**config.mk**
```make
export PLATFORM = sky130hd
export DESIGN_NAME = scmc_top
export DESIGN_NICKNAME = d
export VERILOG_FILES = /design/src/rtl/scmc_pkg.sv /design/src/rtl/scmc_top.sv
export SDC_FILE = /design/constraint.sdc
export NUM_CORES = 1
export LEC_CHECK = 0
export ABC_AREA = 1
export BUFFER_PORTS_ARGS = -buffer_cell sky130_fd_sc_hd__buf_2
export CAP_MARGIN = 20
export CELL_PAD_IN_SITES_DETAIL_PLACEMENT = 0
export CELL_PAD_IN_SITES_GLOBAL_PLACEMENT = 1
export CORE_MARGIN = 2
export CORE_UTILIZATION = 30
export DETAILED_ROUTE_END_ITERATION = 16
export PLACE_DENSITY_LB_ADDON = 0.1
export SETUP_SLACK_MARGIN = 0.1
export SYNTH_ARGS = -nofsm -noshare
export SYNTH_HDL_FRONTEND = slang
export SYNTH_SLANG_ARGS = --single-unit
```
**constraint.sdc**
```tcl
create_clock -name pclk -period 1.7 [get_ports pclk]
set_input_delay 0.34 -clock pclk [delete_from_list [all_inputs] [get_ports pclk]]
set_output_delay 0.34 -clock pclk [all_outputs]
set_load 0.02 [all_outputs]
```
**src/rtl/scmc_pkg.sv**
```systemverilog
// package: constants and types of the system clock and power-mode controller
package scmc_pkg;
	// ----------------------------------------------------------------
	// timing
	// ----------------------------------------------------------------
	localparam int CLK_HZ = 40_000_000;
	localparam int FAST_2M_HZ = 2_000_000;
	localparam int FAST_4M_HZ = 4_000_000;
	localparam int FAST_8M_HZ = 8_000_000;
	localparam int SLOW_HZ = 32_000;
	localparam int HS_STABLE_NS = 16_000; // fast oscillator settling, least time
	localparam int LS_STABLE_NS = 100_000; // slow oscillator settling, least time
	localparam logic [7:0] FAST_DIV_2M = 8'(CLK_HZ / FAST_2M_HZ);
	localparam logic [7:0] FAST_DIV_4M = 8'(CLK_HZ / FAST_4M_HZ);
	localparam logic [7:0] FAST_DIV_8M = 8'(CLK_HZ / FAST_8M_HZ);
	localparam logic [11:0] SLOW_DIV = 12'(CLK_HZ / SLOW_HZ);
	localparam logic [11:0] HS_STABLE_CYC = 12'((HS_STABLE_NS * 40 + 999) / 1000);
	localparam logic [11:0] LS_STABLE_CYC = 12'((LS_STABLE_NS * 40 + 999) / 1000);

	// ----------------------------------------------------------------
	// register map (byte addresses) and fields
	// ----------------------------------------------------------------
	localparam logic [7:0] ADDR_SCC = 8'h00;
	localparam logic [7:0] ADDR_FOC = 8'h04;
	localparam logic [7:0] ADDR_IRQ_STAT = 8'h08;
	localparam logic [7:0] ADDR_IRQ_CLR = 8'h0C;
	localparam logic [7:0] ADDR_IRQ_EN = 8'h10;
	localparam int SCC_SEL_LSB = 5;
	localparam int SCC_HK_BIT = 1;
	localparam int SCC_LK_BIT = 0;
	localparam int FOC_FREQ_LSB = 2;
	localparam int FOC_FLAG_BIT = 1;
	localparam int FOC_EN_BIT = 0;
	localparam logic [2:0] SEL_RESET = 3'h0;
	localparam logic [2:0] SEL_SUB = 3'h7;
	localparam logic [1:0] FREQ_RESET = 2'h0;
	localparam logic [1:0] FREQ_4M = 2'h1;
	localparam logic [1:0] FREQ_8M = 2'h2;
	localparam logic HS_EN_RESET = 1'b1;
	localparam int IRQ_W = 3;
	localparam int IRQ_HS_STABLE = 0;
	localparam int IRQ_SWITCHED = 1;
	localparam int IRQ_WOKE = 2;

	// ----------------------------------------------------------------
	// types
	// ----------------------------------------------------------------
	typedef enum logic [1:0] {
		SCMC_RUN = 2'b01,
		SCMC_HALT = 2'b10
	} scmc_mode_e;

	// one-cycle enables standing for each clock
	typedef struct packed {
		logic cpu;
		logic sys;
		logic fast;
		logic sub;
		logic slow;
	} scmc_clk_s;
endpackage

```
**src/rtl/scmc_top.sv**
```systemverilog
// system clock selection and power-mode control with APB registers
//
// Our own choices: the APB slave port and the register offsets.
`timescale 1ns/10ps
// Notes on behaviour
// - clk_sel picks fast divided 1..64 or subsidiary
// - subsidiary from slow RC, fast from fast RC
// - running fast mode keeps all clocks on
// - subsidiary mode: fast clock follows hs_osc_en
// - stop, no keeps: only slow RC runs
// - stop, slow keep: subsidiary on, fast off
// - stop, both keeps: only CPU stops
// - stop, fast keep: fast on, subsidiary off
// - slow RC clock never stops
// - switch to subsidiary waits slow RC stable
// - hs_freq_sel picks 2, 4, 8, 2 MHz
// - enable or retune clears then sets stable flag
// - new fast frequency applies once stable
// - hs_osc_en enables fast RC, resets to one
// - unimplemented register bits read zero
module scmc_top
	import scmc_pkg::*;
(
	// clock and reset
	input wire logic pclk,
	input wire logic presetn,
	// apb slave
	input wire logic psel,
	input wire logic penable,
	input wire logic pwrite,
	input wire logic [7:0] paddr,
	input wire logic [31:0] pwdata,
	output logic [31:0] prdata,
	output logic pready,
	output logic pslverr,
	// cpu side
	input wire logic halt_req,
	input wire logic wake_req,
	output logic cpu_halted,
	// clock enables and interrupt
	output scmc_clk_s clk_en,
	output logic irq
);
	// ----------------------------------------------------------------
	// declarations
	// ----------------------------------------------------------------
	logic [2:0] clk_sel;
	logic hs_keep_halt;
	logic ls_keep_halt;
	logic [1:0] hs_freq_sel;
	logic hs_osc_en;
	logic hs_stable_flag;
	logic [1:0] active_freq;
	logic [2:0] sel_active;
	scmc_mode_e mode;
	logic [IRQ_W-1:0] irq_stat;
	logic [IRQ_W-1:0] irq_en;
	logic [11:0] hs_cnt;
	logic [11:0] ls_cnt;
	logic slow_stable;
	logic [11:0] slow_cnt;
	logic [7:0] fast_cnt;
	logic [5:0] div_cnt;
	logic osc_on;
	logic osc_on_q;
	logic wr_acc;
	logic hs_restart;
	logic hs_set;
	logic slow_pulse;
	logic fast_pulse;
	logic fast_div_pulse;
	logic [7:0] fast_period;
	logic [5:0] div_mask;
	logic sel_to_sub;
	logic switch_ok;
	logic sys_on;
	logic sub_on;
	logic [IRQ_W-1:0] ev;
	logic [31:0] next_rdata;
	logic next_err;
	scmc_clk_s next_clk;

	// ----------------------------------------------------------------
	// apb slave: one wait-free access phase
	// ----------------------------------------------------------------
	assign wr_acc = psel & penable & pready & pwrite;

	// read mux, unimplemented bits tie to zero
	always_comb begin
		next_rdata = 32'h0;
		next_err = 1'b0;
		case (paddr)
			ADDR_SCC: next_rdata[7:0] = {clk_sel, 3'h0, hs_keep_halt, ls_keep_halt};
			ADDR_FOC: next_rdata[7:0] = {4'h0, hs_freq_sel, hs_stable_flag, hs_osc_en};
			ADDR_IRQ_STAT: next_rdata[IRQ_W-1:0] = irq_stat;
			ADDR_IRQ_CLR: next_rdata = 32'h0; // write-only
			ADDR_IRQ_EN: next_rdata[IRQ_W-1:0] = irq_en;
			default: next_err = 1'b1;
		endcase
	end

	// answer registered in setup so prdata comes from a flop
	always_ff @(posedge pclk or negedge presetn) begin
		if (!presetn) begin
			pready <= 1'b0;
			prdata <= 32'h0;
			pslverr <= 1'b0;
		end else if (psel && !penable) begin
			pready <= 1'b1;
			prdata <= pwrite ? 32'h0 : next_rdata;
			pslverr <= next_err;
		end else begin
			pready <= 1'b0;
			pslverr <= 1'b0;
		end
	end

	// control registers; the stable flag has no write path
	always_ff @(posedge pclk or negedge presetn) begin
		if (!presetn) begin
			clk_sel <= SEL_RESET;
			hs_keep_halt <= 1'b0;
			ls_keep_halt <= 1'b0;
			hs_freq_sel <= FREQ_RESET;
			hs_osc_en <= HS_EN_RESET;
			irq_en <= '0;
		end else if (wr_acc) begin
			case (paddr)
				ADDR_SCC: begin
					clk_sel <= pwdata[SCC_SEL_LSB +: 3];
					hs_keep_halt <= pwdata[SCC_HK_BIT];
					ls_keep_halt <= pwdata[SCC_LK_BIT];
				end
				ADDR_FOC: begin
					hs_freq_sel <= pwdata[FOC_FREQ_LSB +: 2];
					hs_osc_en <= pwdata[FOC_EN_BIT];
				end
				ADDR_IRQ_EN: irq_en <= pwdata[IRQ_W-1:0];
				default: ;
			endcase
		end
	end

	// ----------------------------------------------------------------
	// power mode: stop instruction in, wake source out
	// ----------------------------------------------------------------
	always_ff @(posedge pclk or negedge presetn) begin
		if (!presetn) begin
			mode <= SCMC_RUN;
		end else begin
			case (mode)
				SCMC_RUN: if (halt_req) mode <= SCMC_HALT;
				SCMC_HALT: if (wake_req) mode <= SCMC_RUN;
				default: mode <= SCMC_RUN;
			endcase
		end
	end

	// ----------------------------------------------------------------
	// fast oscillator: power, settling, frequency
	// ----------------------------------------------------------------
	// in run the fast source is needed when selected, asked for or enabled;
	// a pending return from slow mode must restart it or the switch never ends
	always_comb begin
		if (mode == SCMC_HALT) begin
			osc_on = hs_keep_halt;
		end else begin
			osc_on = hs_osc_en | (sel_active != SEL_SUB) | (clk_sel != SEL_SUB);
		end
	end

	// enabling, retuning or restarting after a stop all resettle
	assign hs_restart = (wr_acc && paddr == ADDR_FOC &&
		((pwdata[FOC_EN_BIT] && !hs_osc_en) ||
		(pwdata[FOC_FREQ_LSB +: 2] != hs_freq_sel))) ||
		(osc_on && !osc_on_q);
	assign hs_set = osc_on && !hs_restart && !hs_stable_flag && hs_cnt == 12'h0;

	// settling counter; flag clears first, then sets when settled
	always_ff @(posedge pclk or negedge presetn) begin
		if (!presetn) begin
			osc_on_q <= 1'b0;
			hs_cnt <= HS_STABLE_CYC;
			hs_stable_flag <= 1'b0;
			active_freq <= FREQ_RESET;
		end else begin
			osc_on_q <= osc_on;
			if (!osc_on || hs_restart) begin
				hs_cnt <= HS_STABLE_CYC;
				hs_stable_flag <= 1'b0;
			end else if (hs_cnt != 12'h0) begin
				hs_cnt <= hs_cnt - 12'h1;
			end else if (hs_set) begin
				hs_stable_flag <= 1'b1;
				active_freq <= hs_freq_sel;
			end
		end
	end

	// frequency code to cycles per fast tick; code 3 falls back to 2 MHz
	always_comb begin
		case (active_freq)
			FREQ_4M: fast_period = FAST_DIV_4M;
			FREQ_8M: fast_period = FAST_DIV_8M;
			default: fast_period = FAST_DIV_2M;
		endcase
	end

	// fast tick only from a running, settled oscillator
	always_ff @(posedge pclk or negedge presetn) begin
		if (!presetn) begin
			fast_cnt <= 8'h0;
		end else if (!osc_on || !hs_stable_flag || fast_cnt >= fast_period - 8'h1) begin
			fast_cnt <= 8'h0;
		end else begin
			fast_cnt <= fast_cnt + 8'h1;
		end
	end
	assign fast_pulse = osc_on && hs_stable_flag && fast_cnt == 8'h0;

	// prescaler for the divided fast clocks
	always_ff @(posedge pclk or negedge presetn) begin
		if (!presetn) begin
			div_cnt <= 6'h0;
		end else if (fast_pulse) begin
			div_cnt <= div_cnt + 6'h1;
		end
	end
	assign div_mask = ~6'(6'h3F << sel_active);
	assign fast_div_pulse = fast_pulse && (div_cnt & div_mask) == 6'h0;

	// ----------------------------------------------------------------
	// slow oscillator: free running, never gated
	// ----------------------------------------------------------------
	always_ff @(posedge pclk or negedge presetn) begin
		if (!presetn) begin
			slow_cnt <= 12'h0;
			ls_cnt <= LS_STABLE_CYC;
			slow_stable <= 1'b0;
		end else begin
			slow_cnt <= (slow_cnt >= SLOW_DIV - 12'h1) ? 12'h0 : slow_cnt + 12'h1;
			if (ls_cnt != 12'h0) begin
				ls_cnt <= ls_cnt - 12'h1;
			end else begin
				slow_stable <= 1'b1;
			end
		end
	end
	assign slow_pulse = slow_cnt == 12'h0;

	// ----------------------------------------------------------------
	// system clock source switch
	// ----------------------------------------------------------------
	// switching between ticks means no tick is cut or doubled
	assign sel_to_sub = clk_sel == SEL_SUB;
	assign switch_ok = sel_active != clk_sel && !slow_pulse && !fast_pulse &&
		(sel_to_sub ? slow_stable : hs_stable_flag);

	always_ff @(posedge pclk or negedge presetn) begin
		if (!presetn) begin
			sel_active <= SEL_RESET;
		end else if (switch_ok) begin
			sel_active <= clk_sel;
		end
	end

	// ----------------------------------------------------------------
	// clock gating per mode
	// ----------------------------------------------------------------
	always_comb begin
		if (mode == SCMC_HALT) begin
			sub_on = ls_keep_halt;
			sys_on = (sel_active == SEL_SUB) ? ls_keep_halt : hs_keep_halt;
		end else begin
			sub_on = 1'b1;
			sys_on = 1'b1;
		end
		next_clk.slow = slow_pulse;
		next_clk.sub = slow_pulse & sub_on;
		next_clk.fast = fast_pulse;
		next_clk.sys = sys_on &
			((sel_active == SEL_SUB) ? slow_pulse : fast_div_pulse);
		next_clk.cpu = next_clk.sys & (mode == SCMC_RUN);
	end

	always_ff @(posedge pclk or negedge presetn) begin
		if (!presetn) begin
			clk_en <= '0;
			cpu_halted <= 1'b0;
		end else begin
			clk_en <= next_clk;
			cpu_halted <= mode == SCMC_HALT;
		end
	end

	// ----------------------------------------------------------------
	// interrupts: sticky status, set beats clear
	// ----------------------------------------------------------------
	assign ev[IRQ_HS_STABLE] = hs_set;
	assign ev[IRQ_SWITCHED] = switch_ok;
	assign ev[IRQ_WOKE] = mode == SCMC_HALT && wake_req;

	always_ff @(posedge pclk or negedge presetn) begin
		if (!presetn) begin
			irq_stat <= '0;
			irq <= 1'b0;
		end else begin
			if (wr_acc && paddr == ADDR_IRQ_CLR) begin
				irq_stat <= (irq_stat & ~pwdata[IRQ_W-1:0]) | ev;
			end else begin
				irq_stat <= irq_stat | ev;
			end
			irq <= |(irq_stat & irq_en);
		end
	end
endmodule

```
==> reports/metrics.yaml, run 1 <==
cts:
  cts_sinks: 90
  clockBufferDepth: 2
  root_buffer: "clkbuf_16"
  cts_max_level: 3
  clock_latency_ns: 0.35
  cts_tree: "yes"
  clkTransAtPathRegs_ns: 0.06
  cts_buffers: 9
yosys:
  synth_area_leaders: "dfrtp_1, nand2_1, inv_1, nor2_1, dfstp_2"
  synth_seq_cells: 90
  yosysTopAreaCell: "dfrtp_1"
  synth-async-reset-ratio_pct: 100.0
  yosys_warnings: 0
  synth_top_area_share_pct: 41.53
  synthFlopType: "dfrtp_1"
  syn_area_um2: 4821
  synth_edf_count: 0
  syn_avg_cell_area_um2: 8.312
  ys_seq_area_share_pct: 46.98
  yosys-top-cells-count: "nand2_1, inv_1, dfrtp_1, nor2_1, nand3_1"
  synth_most_common_cell: "nand2_1"
  postSynthCellCount: 580
  synth_cell_types: 38
worst_setup_path:
  critPathKind: "flip-flop to flip-flop"
  crit_path_max_incr_delay_ns: 0.44
  crit_top_cell: "ha_4"
  cp_slowest_cell: "dfrtp_2"
  reg2reg_slack_ns: 0.02
  start_kind: "flip-flop"
  cp.required_ns: 1.92
  crit_chain: "ha_4 > inv_4 > ha_4 > nand2_2 > nor2_2 > nand4_1 > nand3_4 > nor3b_2"
  crit_path_end_kind: "flip-flop"
  path_max_fanout: 7
  cp.arrival_ns: 1.90
  r2r_cells: 8
grt:
  grt_pass1_vias: 3810
  grt.overflow.total: 0
  antenna_found_initial: 0
  grt_max_degree: 55
  track_usage_pct: 13.93
  grt_pass1_wl_um: 18510
outcome:
  status: "finished clean"
floorplan:
  start_util_pct: 30.57
  io_pins: 88
  row_count: 46
  die-area_um2: 17100
  die_h_um: 130.8
  die_x_um: 130.8
  core_area_um2: 15770
routing:
  ant_nets: 0
  via_per_inst: 4.237
  vias: 3792
  drt-initial-drc-count: 141
  remaining_drc_errors: 0
  wl_per_cell_um: 12.21
  postRouteWirelength_um: 10930
  drt_pass1_iterations: 4
pwr:
  powerDensity_nw_per_um2: 1039
  p_leak_nw: 3.199
  irDropWorstVdd_mv: 0.4423
layout:
  fin_area_um2: 6177
  n_antenna_cell: 0
  utilization_pct: 39.17
  finalNetCount: 738
  syn2layout_area_growth_pct: 28.13
  drive_above_1_share_pct: 27.54
timing:
  skew_ns: 0.006116
  hold_violations: 0
  fin_tns_setup_ns: 0
  drv_slew: 0
  setup_viol_count_final: 0
  period_share_pct: 98.80
  max_freq_mhz: 595.4
  rsz0062_at_grt: "yes"
  fin_crit_ns: 1.680
place:
  portBuffers: 37
  dp_hpwl_um: 8192
  place_congestion: 0.7832
  dpl-instance-area_um2: 5504
worst_hold_path:
  hold_class: "input port to flip-flop"
  holdPathStages: 2
job:
  maxCapViolCount: 0
sequential cells by signal, indices dropped and copies added (netlist names), 2 cells and up:
signal,count
active_freq,2
hs_freq_sel,2
prdata,7
irq_en,3
clk_sel,3
fast_cnt,8
sel_active,3
div_cnt,6
clk_en,5
hs_cnt,12
slow_cnt,12
irq_stat,3
ls_cnt,12
mode,2
timing repair:
action                     in CTS  in global routing
resized for setup              20                 57
pin swaps                      10                 24
hold endpoints to repair       31                  0
buffers inserted                2                  4
hold buffers                    1                  0
setup endpoints to repair      27                 45
cell usage in the layout (no fill, tap or decap), drive strengths merged, types with 10 or more instances in the layout:
master	n
inv	84
dfstp	10
o21ai	23
a21oi	16
clkbuf	12
nand4	11
nor2	80
xor2	23
conb	28
nor3	20
buf	84
nand2	120
nand3	29
ha	17
dfrtp	80
metal layers:
metal | global-route usage [%] | wire length [µm]
met5 | 0 | 0
met4 | 4.881 | 173
met3 | 3.094 | 293
met2 | 22.06 | 5175
met1 | 18.89 | 5288
final cells by class:
class	instances	area, µm²
fillers	1680	9593
multi-input cells	404	2414
flip-flops and latches	90	2266
repair buffers	85	579.3
inverters	84	317.8
well taps	216	270.3
clock buffers	12	256.5
clock inverters	4	73.82
worst max-delay path: cells and delay by family (launching register included):
family | cells | cell delay (ns)
flops | 1 | 0.44
buf+inv | 1 | 0.04
simple gates | 5 | 0.53
fa+ha+maj | 2 | 0.54
per-stage QoR:
step           hold slack [ns]  power [mW]  instances  setup WS (ns)
6_report                0.2045       6.418        895        0.02046
5_1_grt                 0.2243       6.852        895       -0.04697
4_1_cts                 0.1922       6.330        891       -0.03084
3_5_place_dp            0.3381       4.009        872        -0.1105
3_3_place_gp            0.3375       3.985        872       -0.04255
2_1_floorplan          0.04441       3.543        606        0.09992
cells by family (layout without fill, tap and decap cells):
kind of cell,Yosys count,after routing,share of synthesized area (%)
simple gates,278,278,26.14
buf+inv,112,185,11.00
flops,90,90,46.98
compound gates,51,51,5.866
xor+xnor,30,30,5.450
fa+ha+maj,17,17,4.412
other cells,2,28,0.1558
path summary, 6_finish.rpt:
kind	end	from
max reg2reg	fast_cnt[1]	active_freq[1]
max	fast_cnt[1]	active_freq[1]
min reg2reg	div_cnt[5]	div_cnt[5]
min in group asynchronous	sel_active[1]	presetn
max in group asynchronous	hs_cnt[7]	presetn
min	pready	penable
where the power goes:
part	switching [mW]	leakage [nW]	internal [mW]
Sequential	0.181	1.13	2.40
Clock	0.852	0.163	1.37
Combinational	0.923	1.90	0.696
Total	1.96	3.20	4.46
(Power assumes the default switching activity.)
==> run 2, diff against run 1 <==
CORE_UTILIZATION = 37   (was 30)
==> run 2 against run 1 <==
Routed wire length down 5.9%; first-iteration DRC count up 61%; non-clock buffer count down 7; sequential power about the same; flip-flop and latch count unchanged; die area down 18%; clock power up 6%; via count down 0.13%; critical path depth unchanged.
==> reports/metrics.yaml, run 2 (synthesis results as in run 1) <==
layout:
  stdcell_count: 844  # -5.7%
  final_cell_mix: "nand2_1, dfrtp_1, inv_1"
  utilization_pct: 47.98  # +8.8 points
  drive_above_1_share_pct: 25.74  # -1.8 points
  reg_top3: "hs_cnt: 12 flops, ls_cnt: 12 flops, slow_cnt: 12 flops"
  syn2layout_area_growth_pct: 26.11
  final_common_cell: "nand2_1"
  multi_input_comb_area_um2: 2387  # -1.1%
  seqCellArea_um2: 2267  # about the same
  finalNetCount: 731  # -0.95%
  n_antenna_cell: 0  # unchanged
  fill_cells: 1260  # -25%
worst_setup_path:
  crit_chain: "ha_4 > inv_4 > ha_4 > a21oi_2 > o21ai_1 > nand2_1 > nand3_4 > nor3_2"
  critPathKind: "flip-flop to flip-flop"
  path_max_fanout: 7  # unchanged
  cp_slowest_cell: "dfrtp_2"
  crit_top_cell: "ha_4"
  cp.arrival_ns: 1.95  # +0.05 ns
  start_kind: "flip-flop"
  crit_path_max_incr_delay_ns: 0.44  # about the same
  crit_path_end_kind: "flip-flop"
  cp.required_ns: 1.97  # +0.05 ns
routing:
  vias: 3787  # -0.13%
  remaining_drc_errors: 0  # unchanged
  drt-initial-drc-count: 227  # +61%
  ant_nets: 0  # unchanged
  via_per_inst: 4.487  # +5.9%
  drt_pass1_iterations: 4  # unchanged
  postRouteWirelength_um: 10280  # -5.9%
  wl_per_cell_um: 12.18  # -0.25%
timing:
  holdWs_ns: 0.1949  # -0.009624 ns
  skew_ns: 0.006620  # +0.0005043 ns
  period_share_pct: 99.27  # +0.47 points
  fin_ws_ns: 0.01246  # -0.007996 ns
  fin_crit_ns: 1.688  # +0.007996 ns
  max_freq_mhz: 592.6  # -0.47%
  setup_viol_count_final: 0  # unchanged
  hold_violations: 0  # unchanged
  drv_slew: 0  # unchanged
  rsz0062_at_grt: "yes"
worst_hold_path:
  hold_class: "input port to flip-flop"
pwr:
  powerDensity_nw_per_um2: 1072  # +3.2%
  p_leak_nw: 3.173  # -0.83%
  power.total_mw: 6.517  # +1.5%
  irDropWorstVdd_mv: 0.5443  # +23%
grt:
  use_met3_pct: 3.137  # +0.043 points
  global_route.usage.met2_pct: 25.33  # +3.3 points
  antenna_found_initial: 0  # unchanged
  grt.overflow.total: 0  # unchanged
  grt_pass1_wl_um: 17420  # -5.9%
  globalRouteMet1Util_pct: 19.89  # +1.0 points
  grt_max_degree: 32  # -42%
  grt.busiest_layer: "met2"
  track_usage_pct: 15.60  # +1.7 points
  grt_pass1_vias: 3750  # -1.6%
floorplan:
  core_area_um2: 12670  # -20%
  die-area_um2: 13960  # -18%
  die_h_um: 118.1  # -9.7%
  start_util_pct: 38.05  # +7.5 points
  row_count: 41  # -11%
  io_pins: 88  # unchanged
  die_x_um: 118.1  # -9.7%
cts:
  clock_latency_ns: 0.35  # about the same
  root_buffer: "clkbuf_16"
  cts_max_level: 3  # unchanged
  clkTransAtPathRegs_ns: 0.07  # about the same
  cts_buffers: 9  # unchanged
  cts_sinks: 90  # unchanged
  clockBufferDepth: 2  # unchanged
  cts_tree: "yes"
place:
  place_congestion: 0.7939  # +1.4%
  portBuffers: 37  # unchanged
  dp_slack_ns: -0.07910  # +0.03143 ns
  dp_hpwl_um: 7554  # -7.8%
  dp.cells: 821  # -5.8%
job:
  maxCapViolCount: 0  # unchanged
outcome:
  status: "finished clean"
==> run 2: cell count changes in the layout (fill, tap and decap cells not counted), moves of 2 or more <==
cell,change
a21oi_1,+2
a21oi_2,-2
buf_4,-9
buf_6,+2
clkinvlp_4,+2
ha_2,-3
ha_4,+3
inv_4,+2
nor2_1,+5
nor2_2,-2
nor2_4,-3
nor3b_1,+2
nor3b_2,-2
o21ai_0,+2
==> run 2: path summary, 6_finish.rpt <==
kind                            slack [ns]  cells after the start            from           to
worst min register to register        0.48                      1      div_cnt[5]   div_cnt[5]
worst min-delay path                  0.19                      2         penable       pready
worst max-delay path                  0.01                      8  active_freq[1]  fast_cnt[6]
min in group asynchronous             0.49                      2         presetn   div_cnt[2]
worst max register to register        0.01                      8  active_freq[1]  fast_cnt[6]
max in group asynchronous             0.60                      3         presetn    hs_osc_en
==> run 2: repair_timing <==
item                                    CTS  global route
hold buffers                              1             0
pin swaps                                 8            13
gates cloned                              0             0
setup buffers                             1             5
hold endpoints to repair                 23             0
gates resized for setup                  17            53
endpoints found under the setup margin   21            38
==> run 2: area by class of cell <==
| cell class | count | area share (%) |
|---|---|---|
| inverter | 84 | 5.310 |
| timing repair buffer | 78 | 8.788 |
| tap | 172 | 3.540 |
| sequential | 90 | 37.29 |
| multi-input combinational | 404 | 39.27 |
| clock buffer | 10 | 3.931 |
| clock inverter | 6 | 1.873 |
==> run 2: stage by stage <==
step                      TNS, ns  instance area, µm²
after global placement    -0.1235                5396
after CTS                       0                5837
after detailed placement  -0.3824                5396
final                           0                6080
after floorplan                 0                4928
after global routing      -0.4692                6080
==> run 2: routing by layer <==
metal | up-vias | share of wire (%)
met4 | 0 | 1.8
li1 | 1955 | -
met5 | - | 0
met3 | 13 | 3.3
met1 | 1771 | 47
met2 | 48 | 48
==> run 2: critical path, delay by kind of cell (launching register included) <==
kind | cells | cell delay, ns
AOI/OAI and AO/OA | 2 | 0.20
adders and majority gates | 2 | 0.49
buffers and inverters | 1 | 0.04
DFF | 1 | 0.44
and+or+nand+nor | 3 | 0.43
==> run 2: power by group <==
group	switching [mW]	internal [mW]	total [mW]
combinational	0.906	0.666	1.57
sequential	0.191	2.40	2.59
clock	0.879	1.48	2.36
